`config.mk`:
```
export PLATFORM = sky130hd
export DESIGN_NAME = led_fault_manager
export DESIGN_NICKNAME = d
export VERILOG_FILES = /design/src/logic/fault_mgr_pkg.sv /design/src/logic/hold_timer.sv /design/src/logic/led_fault_manager.sv /design/src/logic/sync_2ff.sv
export VERILOG_INCLUDE_DIRS = /design/src /design/src/logic
export SDC_FILE = /design/constraint.sdc
export NUM_CORES = 1
export LEC_CHECK = 0
export ABC_AREA = 1
export ABC_CLOCK_PERIOD_IN_PS = 12900
export BUFFER_PORTS_ARGS = -buffer_cell sky130_fd_sc_hd__buf_2
export CORE_ASPECT_RATIO = 1.5
export CORE_UTILIZATION = 25
export DETAILED_ROUTE_END_ITERATION = 10
export GPL_TIMING_DRIVEN = 0
export PLACE_DENSITY = 0.51
export SLEW_MARGIN = 25
export SYNTH_ARGS = -nofsm -noshare
export SYNTH_HDL_FRONTEND = slang
export SYNTH_HIERARCHICAL = 1
export SYNTH_SLANG_ARGS = --single-unit
```
`constraint.sdc`:
```
create_clock -name core_clk -period 12.9 [get_ports core_clk]
set_input_delay 2.58 -clock core_clk [delete_from_list [all_inputs] [get_ports core_clk]]
set_output_delay 2.58 -clock core_clk [all_outputs]
set_load 0.005 [all_outputs]
```
`src/logic/fault_mgr_defs.svh`:
```
/*
  Constants of the LED driver fault manager: register offsets, field
  positions, reset values and timing counts.
  Assumes a 100 MHz core clock; included by bare name.
*/
`ifndef FAULT_MGR_DEFS_SVH
`define FAULT_MGR_DEFS_SVH

// ----------------------------------------
// Clock and times
// ----------------------------------------
`define CLK_MHZ         100
`define BLANK_US        180
`define BLANK_CYC       (`BLANK_US * `CLK_MHZ)
`define BROWNOUT_MS     25
`define BROWNOUT_CYC    (`BROWNOUT_MS * 1000 * `CLK_MHZ + 1)
`define GND_OPEN_US     200
`define GND_OPEN_CYC    (`GND_OPEN_US * `CLK_MHZ)
`define OUT_SHORT_MS    90
`define OUT_SHORT_CYC   (`OUT_SHORT_MS * 1000 * `CLK_MHZ)
`define RECOVER_S       4
`define RECOVER_CYC     (`RECOVER_S * 1000000 * `CLK_MHZ)
`define SHORT_PERIODS   3'h4

// ----------------------------------------
// Foldback: begin-end span of 64 codes
// ----------------------------------------
`define FOLD_BEGIN_CODE 8'hc0
`define FOLD_END_CODE   8'h80
`define FOLD_HALF       8'h40

// ----------------------------------------
// Registers (byte offsets)
// ----------------------------------------
`define REG_CONTROL     4'h0
`define REG_STATUS      4'h4
`define REG_CAUSE       4'h8
`define REG_SETPOINT    4'hc
`define CTL_FORCE_OFF   0
`define CTL_FOLD_EN     1
`define CONTROL_RESET   2'h2
`define ST_SUPPLY_LOW   0
`define ST_LATCH_VAR    1
`define ST_DRIVE_EN     2
`define ST_LOW_POWER    3
`define ST_STATE_LSB    4
`define CAUSE_RESET     8'h00

// Cause bit positions
`define C_WINDING       0
`define C_OTP           1
`define C_EXT_OVP       2
`define C_OUT_SHORT     3
`define C_VCC_OVP       4
`define C_DIE           5
`define C_CS_IMP        6
`define C_GND_OPEN      7

`endif

```
`src/logic/fault_mgr_pkg.sv`:
```
/*
  Types of the LED driver fault manager.
  Assumes fault_mgr_defs.svh carries all numeric constants.
*/
package fault_mgr_pkg;

  // Sequencer states
  typedef enum logic [2:0] {
    WAIT_SUPPLY,
    START_BLANK,
    RUNNING,
    LATCHED_OFF,
    RECOVER_WAIT,
    BROWNED_OUT
  } state_t;

endpackage

```
`src/logic/hold_timer.sv`:
```
/*
  Saturating run-time counter: done rises once run has stood
  for limit consecutive cycles, and falls as soon as run drops.
  Assumes limit is at least one and stable while running.
*/
`timescale 1ns/10ps
module hold_timer (
  input  wire logic        core_clk,
  input  wire logic        rstn,
  input  wire logic        run,
  input  wire logic [31:0] limit,
  output logic             done
);

  logic [31:0] count;       // Cycles with run high
  logic [31:0] next_count;

  // ----------------------------------------
  // Next count, saturates at limit
  // ----------------------------------------
  always_comb begin
    if (!run) begin
      next_count = 32'h0;
    end else if (count >= limit) begin
      next_count = count;
    end else begin
      next_count = count + 32'h1;
    end
  end

  always_ff @(posedge core_clk or negedge rstn) begin
    if (!rstn) begin
      count <= 32'h0;
    end else begin
      count <= next_count;
    end
  end

  // Level, cleared with run
  assign done = run && (count >= limit);

endmodule

```
`src/logic/led_fault_manager.sv`:
```
/*
  Fault manager and protection sequencer of a primary-side LED driver:
  supply sequencing, start-up blanking, brown-out, thermal foldback and
  OFF mode, gating of the gate-drive request, latching or auto-recovery.
  Assumes comparator flags arrive asynchronously from analog blocks,
  while driveReq, pulse events, temperature code and dim setpoint come
  from logic on core_clk. Software reaches it over Avalon-MM.
*/
`timescale 1ns/10ps
`include "fault_mgr_defs.svh"

module led_fault_manager #(
  parameter int unsigned BLANK_CYCLES    = `BLANK_CYC,
  parameter int unsigned BROWNOUT_CYCLES = `BROWNOUT_CYC,
  parameter int unsigned GND_OPEN_CYCLES = `GND_OPEN_CYC,
  parameter int unsigned SHORT_CYCLES    = `OUT_SHORT_CYC,
  parameter int unsigned RECOVER_CYCLES  = `RECOVER_CYC
) (
  input  wire logic        core_clk,
  input  wire logic        rstn,
  // Asynchronous comparator flags
  input  wire logic        supplyAboveStart,
  input  wire logic        supplyBelowStop,
  input  wire logic        supplyBelowClear,
  input  wire logic        supplyOverVolt,
  input  wire logic        lineBelowTrip,
  input  wire logic        lineAboveRelease,
  input  wire logic        tempOtpTrip,
  input  wire logic        tempOtpRelease,
  input  wire logic        external_overvoltage_fault,
  input  wire logic        dieHot,
  input  wire logic        dieCool,
  input  wire logic        csImpedanceLow,
  input  wire logic        groundOpen,
  input  wire logic        zero_cross_pin,
  input  wire logic        csOverStop,
  input  wire logic        latchVariantStrap,
  // Same-clock inputs
  input  wire logic        driveReq,
  input  wire logic        maxOnEnd,
  input  wire logic        periodEnd,
  input  wire logic [7:0]  temp_sense_pin,
  input  wire logic [9:0]  dimSetpoint,
  // Outputs
  output logic             driveOut,
  output logic [9:0]       setpoint,
  output logic             startupCurrent,
  output logic             supply_low_flag,
  // Avalon-MM slave
  input  wire logic [3:0]  avs_address,
  input  wire logic        avs_read,
  input  wire logic        avs_write,
  input  wire logic [31:0] avs_writedata,
  input  wire logic [3:0]  avs_byteenable,
  output logic [31:0]      avs_readdata,
  output logic             avs_waitrequest
);

  // ----------------------------------------
  // Input synchronisation
  // ----------------------------------------
  logic [15:0] rawFlags;   // Pin flags before crossing
  logic [15:0] flags;      // Pin flags on core_clk

  assign rawFlags = {latchVariantStrap, csOverStop, zero_cross_pin, groundOpen,
                     csImpedanceLow, dieCool, dieHot, external_overvoltage_fault,
                     tempOtpRelease, tempOtpTrip, lineAboveRelease, lineBelowTrip,
                     supplyOverVolt, supplyBelowClear, supplyBelowStop,
                     supplyAboveStart};

  sync_2ff #(.WIDTH(16)) flagSync (
    .core_clk (core_clk),
    .rstn     (rstn),
    .async    (rawFlags),
    .synced   (flags)
  );

  logic vccStart, vccStop, vccClear, vccOvp, lineLow, lineOk;
  logic otpTrip, otpRelease, extOvp, dieOver, dieOk, csImpLow;
  logic gndOpen, zeroLow, csOver, strap;
  assign {strap, csOver, zeroLow, gndOpen, csImpLow, dieOk, dieOver, extOvp,
          otpRelease, otpTrip, lineOk, lineLow, vccOvp, vccClear, vccStop,
          vccStart} = flags;

  // ----------------------------------------
  // Slow state: flags, strap, counters
  // ----------------------------------------
  fault_mgr_pkg::state_t state;       // Sequencer state
  fault_mgr_pkg::state_t next_state;
  logic       supplyLow;              // Undervoltage flag
  logic       next_supplyLow;
  logic       otpHeld;                // Temp-pin overheat pending release
  logic       next_otpHeld;
  logic       dieHeld;                // Die overheat pending cool-down
  logic       next_dieHeld;
  logic       latchVariant;           // Captured variant strap
  logic       next_latchVariant;
  logic [1:0] strapWait;              // Lets strap pass the synchroniser
  logic [1:0] next_strapWait;
  logic [2:0] overPeriods;            // Consecutive over-current periods
  logic [2:0] next_overPeriods;
  logic       overSeen;               // Over-current in current period
  logic       next_overSeen;

  logic blankDone, brownDone, gndDone, shortDone, recoverDone;
  logic running;
  assign running = (state == fault_mgr_pkg::RUNNING);

  // Flag hysteresis, strap and period counting
  always_comb begin
    next_supplyLow = supplyLow;
    if (vccStop) begin
      next_supplyLow = 1'b1;
    end else if (vccStart) begin
      next_supplyLow = 1'b0;
    end
    next_otpHeld = otpHeld;
    if (otpTrip && running) begin
      next_otpHeld = 1'b1;
    end else if (otpRelease) begin
      next_otpHeld = 1'b0;
    end
    next_dieHeld = dieHeld;
    if (dieOver) begin
      next_dieHeld = 1'b1;
    end else if (dieOk) begin
      next_dieHeld = 1'b0;
    end
    next_strapWait    = strapWait;
    next_latchVariant = latchVariant;
    if (strapWait != 2'h3) begin
      next_strapWait = strapWait + 2'h1;
      if (strapWait == 2'h2) begin
        next_latchVariant = strap;
      end
    end
    next_overSeen    = overSeen;
    next_overPeriods = overPeriods;
    if (!running) begin
      next_overSeen    = 1'b0;
      next_overPeriods = 3'h0;
    end else if (periodEnd) begin
      next_overSeen    = 1'b0;
      // Sticks at the threshold while over-current persists; a period without over-current clears it
      if ((overSeen || csOver) && overPeriods != `SHORT_PERIODS) begin
        next_overPeriods = overPeriods + 3'h1;
      end else if (!(overSeen || csOver)) begin
        next_overPeriods = 3'h0;
      end
    end else if (csOver) begin
      next_overSeen = 1'b1;
    end
  end

  always_ff @(posedge core_clk or negedge rstn) begin
    if (!rstn) begin
      supplyLow    <= 1'b1;
      otpHeld      <= 1'b0;
      dieHeld      <= 1'b0;
      latchVariant <= 1'b0;
      strapWait    <= 2'h0;
      overSeen     <= 1'b0;
      overPeriods  <= 3'h0;
    end else begin
      supplyLow    <= next_supplyLow;
      otpHeld      <= next_otpHeld;
      dieHeld      <= next_dieHeld;
      latchVariant <= next_latchVariant;
      strapWait    <= next_strapWait;
      overSeen     <= next_overSeen;
      overPeriods  <= next_overPeriods;
    end
  end

  // ----------------------------------------
  // Timers, all on core_clk
  // ----------------------------------------
  hold_timer blankTimer (
    .core_clk (core_clk), .rstn (rstn),
    .run      (state == fault_mgr_pkg::START_BLANK),
    .limit    (BLANK_CYCLES), .done (blankDone));

  // Counts only while operating, so a low line at power-up is not brown-out
  hold_timer brownTimer (
    .core_clk (core_clk), .rstn (rstn),
    .run      (lineLow && (running || state == fault_mgr_pkg::START_BLANK)),
    .limit    (BROWNOUT_CYCLES), .done (brownDone));

  hold_timer gndTimer (
    .core_clk (core_clk), .rstn (rstn),
    .run      (gndOpen), .limit (GND_OPEN_CYCLES), .done (gndDone));

  hold_timer shortTimer (
    .core_clk (core_clk), .rstn (rstn),
    .run      (zeroLow && running), .limit (SHORT_CYCLES), .done (shortDone));

  hold_timer recoverTimer (
    .core_clk (core_clk), .rstn (rstn),
    .run      (state == fault_mgr_pkg::RECOVER_WAIT),
    .limit    (RECOVER_CYCLES), .done (recoverDone));

  // ----------------------------------------
  // Fault classification
  // ----------------------------------------
  logic       impCheck;     // Start-up or max on-time impedance check
  logic [7:0] causeNow;     // Fault events this cycle
  logic       latchFault;   // Fault of the latchable group
  logic       anyFault;

  assign impCheck = (state == fault_mgr_pkg::START_BLANK && blankDone)
                  || (running && maxOnEnd);
  always_comb begin
    causeNow                = 8'h00;
    causeNow[`C_WINDING]   = (overPeriods == `SHORT_PERIODS);
    causeNow[`C_OTP]       = otpTrip && running;
    causeNow[`C_EXT_OVP]   = extOvp;
    causeNow[`C_OUT_SHORT] = shortDone;
    causeNow[`C_VCC_OVP]   = vccOvp;
    causeNow[`C_DIE]       = dieOver;
    causeNow[`C_CS_IMP]    = impCheck && csImpLow;
    causeNow[`C_GND_OPEN]  = gndDone;
  end
  // Only winding short, temp-pin OTP, external OVP and output short may latch; supply OVP never
  assign latchFault = latchVariant && (causeNow[`C_WINDING] || causeNow[`C_OTP]
                      || causeNow[`C_EXT_OVP] || causeNow[`C_OUT_SHORT]);
  assign anyFault   = (causeNow != 8'h00);

  // ----------------------------------------
  // Registers written by software
  // ----------------------------------------
  logic [1:0] control;       // Force-off and foldback enable
  logic [1:0] next_control;
  logic [7:0] cause;         // Sticky fault causes, write one to clear
  logic [7:0] next_cause;

  // ----------------------------------------
  // Sequencer
  // ----------------------------------------
  always_comb begin
    next_state = state;
    case (state)
      fault_mgr_pkg::WAIT_SUPPLY: begin
        if (!supplyLow && vccStart && !control[`CTL_FORCE_OFF]) begin
          next_state = fault_mgr_pkg::START_BLANK;
        end
      end
      fault_mgr_pkg::START_BLANK, fault_mgr_pkg::RUNNING: begin
        if (supplyLow || control[`CTL_FORCE_OFF]) begin
          next_state = fault_mgr_pkg::WAIT_SUPPLY;
        end else if (latchFault) begin
          next_state = fault_mgr_pkg::LATCHED_OFF;
        end else if (anyFault) begin
          next_state = fault_mgr_pkg::RECOVER_WAIT;
        end else if (brownDone) begin
          next_state = fault_mgr_pkg::BROWNED_OUT;
        end else if (state == fault_mgr_pkg::START_BLANK && blankDone) begin
          next_state = fault_mgr_pkg::RUNNING;
        end
      end
      fault_mgr_pkg::LATCHED_OFF: begin
        if (vccClear) begin
          next_state = fault_mgr_pkg::WAIT_SUPPLY;
        end
      end
      fault_mgr_pkg::RECOVER_WAIT: begin
        if (recoverDone && vccStart && !dieHeld && !otpHeld) begin
          next_state = fault_mgr_pkg::START_BLANK;
        end
      end
      fault_mgr_pkg::BROWNED_OUT: begin
        // No supply cycling needed: restarts once line and supply agree
        if (lineOk && vccStart && !control[`CTL_FORCE_OFF]) begin
          next_state = fault_mgr_pkg::START_BLANK;
        end
      end
      default: begin
        next_state = fault_mgr_pkg::WAIT_SUPPLY;
      end
    endcase
  end

  always_ff @(posedge core_clk or negedge rstn) begin
    if (!rstn) begin
      state <= fault_mgr_pkg::WAIT_SUPPLY;
    end else begin
      state <= next_state;
    end
  end

  // ----------------------------------------
  // Foldback and outputs
  // ----------------------------------------
  // Scale in 1/128: 128 above begin level, 64 at or below end level
  function automatic logic [7:0] fold_factor(input logic [7:0] code);
    if (code >= `FOLD_BEGIN_CODE) begin
      fold_factor = 8'h80;
    end else if (code <= `FOLD_END_CODE) begin
      fold_factor = `FOLD_HALF;
    end else begin
      fold_factor = `FOLD_HALF + (code - `FOLD_END_CODE);
    end
  endfunction

  logic [7:0]  factor;
  logic [17:0] product;
  logic [9:0]  next_setpoint;
  logic        next_driveOut;

  always_comb begin
    factor        = control[`CTL_FOLD_EN] ? fold_factor(temp_sense_pin) : 8'h80;
    product       = dimSetpoint * factor;
    next_setpoint = product[16:7];
    next_driveOut = driveReq && running && !anyFault && !supplyLow;
  end

  always_ff @(posedge core_clk or negedge rstn) begin
    if (!rstn) begin
      setpoint <= 10'h000;
      driveOut <= 1'b0;
    end else begin
      setpoint <= next_setpoint;
      driveOut <= next_driveOut;
    end
  end

  assign startupCurrent  = (state != fault_mgr_pkg::RUNNING)
                        && (state != fault_mgr_pkg::START_BLANK);
  assign supply_low_flag = supplyLow;

  // ----------------------------------------
  // Avalon-MM slave, one wait state
  // ----------------------------------------
  logic        ack;          // High in the answer cycle
  logic        next_ack;
  logic [31:0] next_readdata;
  logic        doWrite;

  assign avs_waitrequest = (avs_read || avs_write) && !ack;
  assign doWrite         = avs_write && ack && avs_byteenable[0];

  always_comb begin
    next_ack      = (avs_read || avs_write) && !ack;
    next_readdata = avs_readdata;
    if (avs_read && !ack) begin
      case (avs_address)
        `REG_CONTROL:  next_readdata = {30'h0, control};
        `REG_STATUS:   next_readdata = {25'h0, state, startupCurrent,
                                        driveOut, latchVariant, supplyLow};
        `REG_CAUSE:    next_readdata = {24'h0, cause};
        `REG_SETPOINT: next_readdata = {22'h0, setpoint};
        default:       next_readdata = 32'h0;  // Unmapped reads zero
      endcase
    end
    next_control = control;
    if (doWrite && avs_address == `REG_CONTROL) begin
      next_control = avs_writedata[1:0];
    end
    // New events win over a clear in the same cycle
    next_cause = cause;
    if (doWrite && avs_address == `REG_CAUSE) begin
      next_cause = cause & ~avs_writedata[7:0];
    end
    next_cause = next_cause | causeNow;
  end

  always_ff @(posedge core_clk or negedge rstn) begin
    if (!rstn) begin
      ack          <= 1'b0;
      avs_readdata <= 32'h0;
      control      <= `CONTROL_RESET;
      cause        <= `CAUSE_RESET;
    end else begin
      ack          <= next_ack;
      avs_readdata <= next_readdata;
      control      <= next_control;
      cause        <= next_cause;
    end
  end

endmodule

```
`src/logic/sync_2ff.sv`:
```
/*
  Two flip-flop synchroniser for a vector of independent level flags.
  Assumes each bit is a slow level; no multi-bit coherence is implied.
*/
`timescale 1ns/10ps
module sync_2ff #(
  parameter int WIDTH = 1
) (
  input  wire logic             core_clk,
  input  wire logic             rstn,
  input  wire logic [WIDTH-1:0] async,
  output logic      [WIDTH-1:0] synced
);

  logic [WIDTH-1:0] stage1;  // Metastable stage, read only by synced

  // ----------------------------------------
  // Two stages
  // ----------------------------------------
  always_ff @(posedge core_clk or negedge rstn) begin
    if (!rstn) begin
      stage1 <= '0;
      synced <= '0;
    end else begin
      stage1 <= async;
      synced <= stage1;
    end
  end

endmodule

```
# Word-level counts from Yosys, hierarchy flattened
# Index checks and enable logic that the tools add are counted.
# totals
ff_bits,259
inputBits,81
out_inout_bits,46
# op_classes
n_addsub,9
multipliers,1
magnitude_cmp,7
eq_ne,27
mux,38
bitwise,3
n_reduce_logical,54
# ops
operator,n
2-to-1 mux 32 bit,10
"adder 32 x 1 -> 32 bit, second input constant",5
"greater-or-equal comparator 32 x 15 -> 1 bit, second input constant",2
one-hot mux 10 bit (4 select lines),1
2-to-1 mux 3 bit,13
"greater-or-equal comparator 32 x 22 -> 1 bit, second input constant",1
"greater-or-equal comparator 32 x 24 -> 1 bit, second input constant",1
"greater-or-equal comparator 32 x 29 -> 1 bit, second input constant",1
2-to-1 mux 8 bit,4
logical AND 1 bit,30
"inequality test 2 bit, second input constant",10
multiplier 10 x 8 -> 17 bit,1
one-hot mux 3 bit (5 select lines),1
"equality test 3 bit, second input constant",3
2-to-1 mux 1 bit,9
"inequality test 3 x 2 -> 1 bit, second input constant",3
"adder 7 x 8 -> 8 bit, first input constant",1
AND 8 bit,1
"equality test 4 bit, second input constant",2
"greater-or-equal comparator 8 bit, second input constant",1
"less-or-equal comparator 8 bit, second input constant",1
logical OR 1 bit,8
inverter 8 bit,1
bitwise OR 8 bit,1
other kinds (19),28

# Longest topological paths before layout
# Gate-level depths: netlist (run 1).
# logic_depth
depth_word,10
mapped_depth,28
depth_no_buf,26

# Modules after synthesis
# Netlist (run 1), hierarchy kept.
# modules_own_cells
mod,n_inst,cells_each,area_each_um2,seq_area_each_um2
hold_timer at blankTimer ...,4,523,3263.1,800.8
led_fault_manager,1,642,4848.4,1128.6
hold_timer at recoverTimer,1,520,3286.9,800.8
sync_2ff,1,32,800.8,800.8

# Worst setup path before layout (run 1)
# OpenSTA, ideal clock, no wires.
# synth_path
path_type,input port to flip-flop
start,in temp_sense_pin[7]
end,reg setpoint[6]
t_arrival_ns,6.695
t_required_ns,12.783
slack_ns,6.088
path_stages,24
path_buffers,2
cell_sequence,buf_4 nand2_2 inv_1 nor2_1 buf_4 nand2_1 inv_2 nand2_2 inv_1 nand2_1 fa_1 fa_1 inv_1 fa_1 inv_1 fa_1 inv_1 ha_1 a21oi_1 o21ai_0 a211oi_1 nand2_1 nand2_1 nand2_1
# synth_between
elab_chain_cells,6
elab_cells_between_ends,8
# synth_lines
item,line,text
from (decl),led_fault_manager.sv:42,"input wire logic [7:0] temp_sense_pin,"
subtractor 8 bit (no source line),-,
adder 7 x 8 -> 8 bit (no source line),-,
2-to-1 mux 8 bit,led_fault_manager.sv:297,end else if (code <= `FOLD_END_CODE) begin
2-to-1 mux 8 bit (*),led_fault_manager.sv:295,if (code >= `FOLD_BEGIN_CODE) begin
2-to-1 mux 8 bit (*),led_fault_manager.sv:310,factor = control[`CTL_FOLD_EN] ? fold_factor(temp_sense_pin) : 8'h80;
multiplier 10 x 8 -> 17 bit (*),led_fault_manager.sv:311,product = dimSetpoint * factor;
named net product[13],led_fault_manager.sv:305,logic [17:0] product;
to (signal assigned),led_fault_manager.sv:321,setpoint <= next_setpoint;
to (decl),led_fault_manager.sv:46,"output logic [9:0] setpoint,"
# Mark *: on every way through the listed nets, which the timed path passes. The rest lies on a longest branch.
# A chain may end at the register's enable or synchronous reset.

# Final worst setup path (run 1)
# Same ends and word-level chain as after synthesis.

==> flow_metrics.py, run 1 <==
metrics = {
    "route": {
        "num_vias": 20354,
        "ant_nets": 0,
        "dr.max_layer_used": "met5",
        "dr_wl_met2_um": 32100,
        "wl_um": 63300,
        "remaining_drc_errors": 0,
        "wl_per_cell_um": 13.3,
        "dr.pass1.iters": 5,
        "routed-wl-met3_um": 2110,
        "drt-initial-drc-count": 880,
        "wl_met1_um": 26000,
        "vias_per_cell": 4.29,
    },
    "job": {
        "maxCapViolCount": 0,
    },
    "sta": {
        "min_period_ns": 6.83,
        "finalSetupViolations": 0,
        "hold_violations": 0,
        "fin_crit_sh": 0.530,
        "worst_pin_slew_ns": 0.686,
        "fin_setup_tns_ns": 0,
        "max_slew_margin": 0.541,
        "skew_ns": 0.0125,
        "timing.fmax_ghz": 0.146,
        "slew_violations": 0,
        "rsz0062_at_grt": "no",
    },
    "floorplan": {
        "die_y_um": 365,
        "start_util": 0.254,
        "die_width_um": 244,
        "dieArea_um2": 89200,
        "fp-row-count": 132,
        "core-area_um2": 86700,
        "ios": 127,
    },
    "yosys": {
        "synth_area_um2": 22000,
        "ys.flop_type": "dfrtp_1",
        "synth_async_sr_flop_share": 1.00,
        "syn_inst": 3286,
        "synth-seq-cells": 237,
        "synth_area_per_cell_um2": 6.69,
        "synth_edf_count": 0,
        "synth_warnings": 6,
        "yosys.cell_types.count": 44,
        "ys_seq_area_frac": 0.270,
    },
    "power_and_ir_drop": {
        "power.share.combinational": 0.114,
        "swShare": 0.278,
        "p_sw_mw": 0.555,
        "peakVddDrop_uv": 92.8,
        "power_mw": 2.00,
        "power_density_nw_per_um2": 77.6,
        "clkPwrFrac": 0.494,
        "pwr-share-seq": 0.392,
        "p_int_mw": 1.44,
        "p_leak_nw": 13.8,
    },
    "setup_path": {
        "cpMaxStageDelayCell": "fa_1",
        "crit_type": "in2reg",
        "path_max_fanout": 10,
        "start_kind": "input port",
        "crit_chain": "buf_4, nand2_2, inv_1, nor2_1, buf_4, nand2_1, inv_2, nand2_2, inv_1, nand2_1, fa_1, fa_1, inv_1, fa_1, inv_1, fa_1, inv_1, ha_1, a21oi_1, o21ai_0, a211oi_1, nand2_1, nand2_1, nand2_1",
        "critPathMaxStageDelay_ns": 0.56,
        "cp-end-kind": "flip-flop",
        "critPathRequiredTime_ns": 13.34,
        "critical_path_arrival_ns": 7.27,
    },
    "place": {
        "port_buffers": 76,
        "dp_hpwl_um": 51900,
        "gp_congestion": 0.902,
        "placed_area_um2": 24600,
    },
    "clock_tree": {
        "clk_pin_slew_ns": 0.06,
        "cts_setup_buffers": 0,
        "root_buffer": "clkbuf_16",
        "cts_tree": "built",
        "cts_sinks": 237,
        "cts_resized": 0,
        "cts_max_level": 2,
        "clk_latency_ns": 0.56,
        "cts_made_buffers": 34,
        "cts.path.max_buffers": 3,
        "cts_hold_buf": 0,
    },
    "layout": {
        "final_common_cell": "nand2_1",
        "fin_nets": 3910,
        "area_growth_pct": 17.0,
        "finalCoreUtilization": 0.297,
        "final_area_um2": 25700,
        "drive_above_1_share": 0.0901,
        "final_cell_mix": "nand2_1 (998), inv_1 (550), nor2_1 (338)",
    },
    "global_routing": {
        "grt_max_degree": 78,
        "antenna_found_initial": 4,
        "grt_pass1_wl_um": 103000,
        "grt_use_total": 0.145,
        "grt_overflow_total": 0,
        "grt_pass1_vias": 19951,
    },
    "min_path": {
        "hold_path_class": "reg2reg",
    },
    "outcome": {
        "status": "completed",
    },
}
[layer usage]
metal  vias up  global-route usage
met3       142              0.0192
met5         -                   0
met1      9137               0.161
li1      10743                   -
met2       330               0.269
met4         2              0.0705
[area by class of cell]
class                      instances  area [um^2]
timing repair buffer              79          473
fill                            9639        61000
antenna                            1         2.50
inverter                         567         2130
sequential                       237         5930
multi-input combinational       2555        13900
tap                             1139         1430
clock inverter                    15          148
buffer                           107          656
clock buffer                      47         1010
[flip-flops by register name, indices dropped and copies added, names as in the netlist, 3 cells and up]
register / flops
state: 3
gndTimer/count: 32
cause: 8
flagSync/synced: 16
overPeriods: 3
shortTimer/count: 32
blankTimer/count: 32
avs_readdata: 10
flagSync/stage1: 16
brownTimer/count: 32
setpoint: 10
recoverTimer/count: 32
[worst max-delay path, delay by kind of cell]
| family | cells | cell delay [ns] |
|---|---|---|
| adders and majority gates | 5 | 2.45 |
| buffers and inverters | 8 | 0.80 |
| and+or+nand+nor | 8 | 0.74 |
| AOI/OAI and AO/OA | 3 | 0.68 |
[worst paths after layout]
path | to | startpoint | cells after the start | slack, ns
max | setpoint[6] | temp_sense_pin[7] | 24 | 6.07
min | flagSync/synced[9] | flagSync/stage1[9] | 0 | 0.34
max reg2reg | setpoint[6] | control[1] | 23 | 7.50
min reg2reg | flagSync/synced[9] | flagSync/stage1[9] | 0 | 0.34
max in group asynchronous | blankTimer/count[30] | rstn | 4 | 9.61
min in group asynchronous | gndTimer/count[12] | rstn | 1 | 1.90
[cell families (layout without fill, tap and decap cells)]
family / after synthesis / in the layout / share of synthesized area
AOI/OAI and AO/OA: 130 / 130 / 0.0308
xor gates and xnor gates: 88 / 88 / 0.0351
adders and majority gates: 248 / 248 / 0.157
buffers and inverters: 674 / 815 / 0.127
DFF: 237 / 237 / 0.270
muxes: 1 / 1 / 0.000512
other: 2 / 183 / 0.000342
and+or+nand+nor: 1906 / 1906 / 0.380
[through the flow]
step / instances / worst slack [ns] / hold WS, ns
5_1_grt: 4746 / 5.78 / 0.355
6_report: 4747 / 6.07 / 0.344
2_1_floorplan: 3466 / 6.09 / 0.331
3_5_place_dp: 4684 / 5.49 / 0.335
3_3_place_gp: 4681 / 4.41 / 0.333
4_1_cts: 4746 / 6.08 / 0.346
[power by group through the flow]
| stage | Clock (mW) | Combinational [mW] | Sequential [mW] |
|---|---|---|---|
| 2_1_floorplan | 0 | 0.144 | 0.789 |
| 3_3_place_gp | 0 | 0.226 | 0.797 |
| 3_5_place_dp | 0 | 0.232 | 0.796 |
| 4_1_cts | 1.03 | 0.233 | 0.783 |
| 5_1_grt | 1.05 | 0.266 | 0.784 |
| 6_report | 0.986 | 0.228 | 0.782 |
[Yosys cell counts (14+ instances only)]
cell,n,area share
dfrtp_1,235,0.27
xor2_1,54,0.022
inv_1,550,0.094
buf_4,25,0.0085
nand4_1,174,0.050
buf_6,15,0.0077
xnor2_1,34,0.014
nor2_2,43,0.012
nand2_1,998,0.17
ha_1,202,0.11
o21ai_0,40,0.0091
fa_1,46,0.042
nand3_1,281,0.064
buf_1,16,0.0027
nor2_1,338,0.058
buf_2,38,0.0086
a21oi_1,78,0.018
inv_2,14,0.0024
nor3_1,18,0.0041
nand2_2,22,0.0063
(Power assumes the default switching activity.)
==> inputs of run 2 (changes only) <==
--- a/config.mk
+++ b/config.mk
@@ -7,13 +7,13 @@
 export NUM_CORES = 1
 export LEC_CHECK = 0
 export ABC_AREA = 1
-export ABC_CLOCK_PERIOD_IN_PS = 12900
+export ABC_CLOCK_PERIOD_IN_PS = 6280
 export BUFFER_PORTS_ARGS = -buffer_cell sky130_fd_sc_hd__buf_2
 export CORE_ASPECT_RATIO = 1.5
 export CORE_UTILIZATION = 25
 export DETAILED_ROUTE_END_ITERATION = 10
 export GPL_TIMING_DRIVEN = 0
-export PLACE_DENSITY = 0.51
+export PLACE_DENSITY = 0.53
 export SLEW_MARGIN = 25
 export SYNTH_ARGS = -nofsm -noshare
 export SYNTH_HDL_FRONTEND = slang
==> constraint.sdc (replaced) <==
create_clock -name core_clk -period 6.28 [get_ports core_clk]
set_input_delay 1.256 -clock core_clk [delete_from_list [all_inputs] [get_ports core_clk]]
set_output_delay 1.256 -clock core_clk [all_outputs]
set_load 0.005 [all_outputs]
==> run 2 against run 1 <==
Flip-flop and latch count stayed put. Cell count is 0.11% lower. Non-clock buffer count stayed put. Sequential power is 110% higher. Register-to-register slack worse by 6.7 ns. Routed wire length is 0.36% lower. First-iteration DRC count is 9.3% higher. Setup slack worse by 5.3 ns. Core utilization hardly changed. Clock power is 100% higher. Global-route usage is 0.23 points lower. Critical endpoint unchanged. Worst hold slack better by 0.0024 ns.
==> flow_metrics.py, run 2 (synthesis gave the netlist of run 1 again) <==
metrics = {
    "clock_tree": {
        "cts_setup_buffers": 0,
        "cts_made_buffers": 31,
        "cts_resized": 0,
        "cts_hold_buf": 0,
        "cts_sinks": 237,
        "cts_tree": "built",
        "cts_max_level": 1,
        "clk_pin_slew_ns": 0.06,
        "clk_latency_ns": 0.62,
        "cts.path.max_buffers": 3,
        "root_buffer": "clkbuf_16",
    },
    "sta": {
        "fin_ws_ns": 0.771,
        "timing.fmax_ghz": 0.182,
        "finalSetupViolations": 0,
        "hold_violations": 0,
        "holdWs_ns": 0.347,
        "rsz0062_at_grt": "no",
        "fin_crit_sh": 0.877,
        "max_slew_margin": 0.556,
        "min_period_ns": 5.51,
        "skew_ns": 0.0313,
        "slew_violations": 0,
        "worst_pin_slew_ns": 0.667,
    },
    "layout": {
        "finalCoreUtilization": 0.296,
        "final_common_cell": "nand2_1",
        "final_cell_mix": "nand2_1 (998), inv_1 (550), nor2_1 (338)",
        "area_growth_pct": 16.8,
        "fin_nets": 3907,
        "drive_above_1_share": 0.0894,
        "num_antenna_cells": 0,
        "final_area_um2": 25700,
        "fillCellCount": 9649,
    },
    "global_routing": {
        "grt_pass1_vias": 19955,
        "grt_use_total": 0.142,
        "grt_overflow_total": 0,
        "grt_max_degree": 71,
        "antenna_found_initial": 1,
        "grt_pass1_wl_um": 102000,
    },
    "power_and_ir_drop": {
        "p_leak_nw": 13.8,
        "power_mw": 4.06,
        "power_density_nw_per_um2": 158,
        "peakVddDrop_uv": 214,
    },
    "floorplan": {
        "die_width_um": 244,
        "dieArea_um2": 89200,
        "ios": 127,
        "start_util": 0.254,
        "core-area_um2": 86700,
        "fp-row-count": 132,
        "die_y_um": 365,
    },
    "place": {
        "placed_area_um2": 24600,
        "dp_hpwl_um": 51400,
        "gp_congestion": 0.942,
        "dpl_worst_slack_ns": 0.177,
        "port_buffers": 76,
    },
    "setup_path": {
        "crit_type": "in2reg",
        "critical_path_arrival_ns": 5.99,
        "start_kind": "input port",
        "ff2ff_setup_slack_ns": 0.83,
        "path_max_fanout": 10,
        "critPathRequiredTime_ns": 6.76,
        "cp-end-kind": "flip-flop",
    },
    "route": {
        "num_vias": 20450,
        "vias_per_cell": 4.31,
        "wl_um": 63100,
        "wl_per_cell_um": 13.3,
        "dr.pass1.iters": 5,
        "ant_nets": 0,
        "remaining_drc_errors": 0,
        "drt-initial-drc-count": 962,
    },
    "outcome": {
        "status": "completed",
    },
    "min_path": {
        "hold_path_class": "reg2reg",
    },
    "job": {
        "maxCapViolCount": 0,
    },
}
-- run 2: cell types whose count changed in the layout (fill, tap and decap cells not counted) --
cell	before	now
inv_16	0	1
clkinv_2	7	6
bufinv_16	2	6
clkbuf_16	37	31
clkinv_4	2	0
inv_8	1	0
clkbuf_1	18	17
diode_2	1	0
clkinvlp_4	2	4
-- run 2: critical path: stages --
cell	delay, ns
buf_4	0.14
nand2_2	0.11
inv_1	0.08
nor2_1	0.15
buf_4	0.21
nand2_1	0.08
inv_2	0.07
nand2_2	0.13
inv_1	0.16
nand2_1	0.08
fa_1	0.48
fa_1	0.56
inv_1	0.06
fa_1	0.53
inv_1	0.05
fa_1	0.54
inv_1	0.04
ha_1	0.35
a21oi_1	0.23
o21ai_0	0.18
a211oi_1	0.30
nand2_1	0.09
nand2_1	0.06
nand2_1	0.06
-- run 2: per-stage QoR --
step | std cells | setup TNS, ns
finish | 4742 | 0
global route | 4742 | 0
CTS | 4742 | 0
floorplan | 3466 | 0
detailed placement | 4684 | 0
global placement | 4681 | -199.82
-- run 2: cell type report --
class,count,area (um^2),area share
Multi-Input combinational cell,2555,13900,0.543
Sequential cell,237,5930,0.231
Inverter,567,2130,0.0829
Tap cell,1139,1430,0.0555
Clock buffer,40,860,0.0335
Buffer,107,656,0.0255
Timing Repair Buffer,79,473,0.0184
Clock inverter,18,269,0.0105
-- run 2: layer usage --
layer | routed length (um) | track usage
met5 | 0 | 0
met4 | 2330 | 0.0549
met3 | 1800 | 0.0124
met2 | 32400 | 0.269
met1 | 26500 | 0.164
-- run 2: power by group --
group / switching [mW] / internal [mW] / total, mW / leakage [nW]
registers: 0.0355 / 1.57 / 1.61 / 3.14
clock network: 0.771 / 1.21 / 1.99 / 0.546
logic: 0.301 / 0.169 / 0.470 / 10.1
total: 1.11 / 2.95 / 4.06 / 13.8
-- run 2: final timing paths --
check                                   startpoint                endpoint  cells past startpoint
worst min register to register  flagSync/stage1[9]      flagSync/synced[9]                      0
worst min-delay path            flagSync/stage1[9]      flagSync/synced[9]                      0
worst max-delay path             temp_sense_pin[7]             setpoint[6]                     24
worst max register to register          control[1]             setpoint[6]                     23
max in group asynchronous                     rstn              control[1]                      3
min in group asynchronous                     rstn  recoverTimer/count[31]                      1
==> inputs of run 3 (changes only) <==
--- a/config.mk
+++ b/config.mk
@@ -8,7 +8,8 @@
 export LEC_CHECK = 0
 export ABC_AREA = 1
 export ABC_CLOCK_PERIOD_IN_PS = 6280
-export BUFFER_PORTS_ARGS = -buffer_cell sky130_fd_sc_hd__buf_2
+export BUFFER_PORTS_ARGS = -buffer_cell sky130_fd_sc_hd__clkbuf_2
+export CAP_MARGIN = 30
 export CORE_ASPECT_RATIO = 1.5
 export CORE_UTILIZATION = 25
 export DETAILED_ROUTE_END_ITERATION = 10
==> run 3 against run 2 <==
Via count rose by 0.36%. Die area did not move. Clock skew fell by 0.010 ns. Non-clock buffer count did not move. Routed wire length rose by 0.57%. First-iteration DRC count fell by 2.5%. Global-route usage rose by 0.17 points. Worst hold slack barely moved. Cell area did not move. Largest cell class unchanged. Largest power group unchanged.
==> flow_metrics.py, run 3 (synthesis gave the netlist of run 1 again) <==
metrics = {
    "global_routing": {
        "grt_use_total": 0.144,
        "grt_overflow_total": 0,
        "grt_max_degree": 78,
        "grt_pass1_vias": 20269,
        "antenna_found_initial": 1,
        "grt_pass1_wl_um": 104000,
    },
    "route": {
        "ant_nets": 0,
        "dr.pass1.iters": 5,
        "drt-initial-drc-count": 938,
        "wl_um": 63400,
        "wl_per_cell_um": 13.4,
        "vias_per_cell": 4.33,
        "remaining_drc_errors": 0,
        "num_vias": 20523,
    },
    "setup_path": {
        "critical_path_arrival_ns": 5.95,
        "crit_type": "in2reg",
        "path_max_fanout": 10,
        "cp-end-kind": "flip-flop",
        "critPathRequiredTime_ns": 6.77,
        "start_kind": "input port",
    },
    "job": {
        "maxCapViolCount": 0,
    },
    "layout": {
        "area_growth_pct": 16.8,
        "fillCellCount": 9583,
        "final_cell_mix": "nand2_1 (998), inv_1 (550), nor2_1 (338)",
        "final_common_cell": "nand2_1",
        "fin_nets": 3907,
        "instances_no_fill": 4743,
        "finalCoreUtilization": 0.296,
        "drive_above_1_share": 0.0899,
        "multi_input_area_um2": 13900,
        "seq_area_um2": 5930,
    },
    "min_path": {
        "hold_path_class": "reg2reg",
    },
    "sta": {
        "hold_violations": 0,
        "timing.fmax_ghz": 0.183,
        "finalSetupViolations": 0,
        "slew_violations": 0,
        "fin_crit_sh": 0.870,
        "rsz0062_at_grt": "no",
        "min_period_ns": 5.46,
        "skew_ns": 0.0209,
        "holdWs_ns": 0.347,
        "max_slew_margin": 0.564,
        "worst_pin_slew_ns": 0.652,
        "fin_ws_ns": 0.815,
        "fin_setup_tns_ns": 0,
    },
    "clock_tree": {
        "cts_setup_buffers": 0,
        "cts_resized": 0,
        "cts.path.max_buffers": 3,
        "clk_latency_ns": 0.62,
        "root_buffer": "clkbuf_16",
        "cts_max_level": 1,
        "cts_made_buffers": 31,
        "cts_hold_buf": 0,
        "clk_pin_slew_ns": 0.06,
        "cts_sinks": 237,
        "cts_tree": "built",
    },
    "floorplan": {
        "start_util": 0.254,
        "ios": 127,
        "dieArea_um2": 89200,
        "fp-row-count": 132,
        "die_width_um": 244,
        "core-area_um2": 86700,
        "die_y_um": 365,
    },
    "place": {
        "dp_cells": 4684,
        "dpl_worst_slack_ns": 0.184,
        "gp_congestion": 0.945,
        "dp_hpwl_um": 51600,
        "port_buffers": 76,
    },
    "power_and_ir_drop": {
        "peakVddDrop_uv": 198,
        "p_leak_nw": 13.8,
        "power_density_nw_per_um2": 158,
    },
    "outcome": {
        "status": "completed",
    },
}
run 3: critical path: stages:
cell and delay, ns:
buf_4 0.14, nand2_2 0.11, inv_1 0.07, nor2_1 0.13, buf_4 0.21, nand2_1 0.08, inv_2 0.07, nand2_2 0.13
inv_1 0.17, nand2_1 0.09, fa_1 0.48, fa_1 0.55, inv_1 0.06, fa_1 0.52, inv_1 0.06, fa_1 0.56
inv_1 0.05, ha_1 0.35, a21oi_1 0.22, o21ai_0 0.18, a211oi_1 0.29, nand2_1 0.09, nand2_1 0.06, nand2_1 0.05
run 3: where the power goes:
part           switching, mW  internal (mW)
Sequential            0.0368           1.57
Clock                  0.780           1.20
Combinational          0.301          0.169
run 3: final timing paths:
kind | slack, ns | cells past startpoint | startpoint | end
min in group asynchronous | 0.50 | 1 | rstn | recoverTimer/count[23]
min reg2reg | 0.35 | 0 | flagSync/stage1[9] | flagSync/synced[9]
min | 0.35 | 0 | flagSync/stage1[9] | flagSync/synced[9]
max reg2reg | 0.90 | 23 | control[1] | setpoint[6]
max | 0.82 | 24 | temp_sense_pin[7] | setpoint[6]
max in group asynchronous | 4.71 | 3 | rstn | control[1]
run 3: final cells by class:
type / instances / area share
inverters: 567 / 0.0829
clock buffers: 37 / 0.0326
multi-input cells: 2555 / 0.543
plain buffers: 107 / 0.0255
flip-flops and latches: 237 / 0.231
diodes: 1 / 0.0000974
clock inverters: 21 / 0.0113
repair buffers: 79 / 0.0184
well taps: 1139 / 0.0555
run 3: layer usage:
metal,GRT usage,part of all wire,vias up
met2,0.273,0.52,343
met1,0.164,0.42,9334
met5,0,0,-
li1,-,-,10727
met3,0.0134,0.028,119
met4,0.0580,0.037,0
run 3: metrics by stage:
| stage | total power, mW | cell area [um^2] |
|---|---|---|
| after floorplan | 1.92 | 22700 |
| after global placement | 2.10 | 24500 |
| after detailed placement | 2.11 | 24600 |
| after CTS | 4.15 | 25700 |
| after global routing | 4.28 | 25700 |
| final | 4.06 | 25700 |
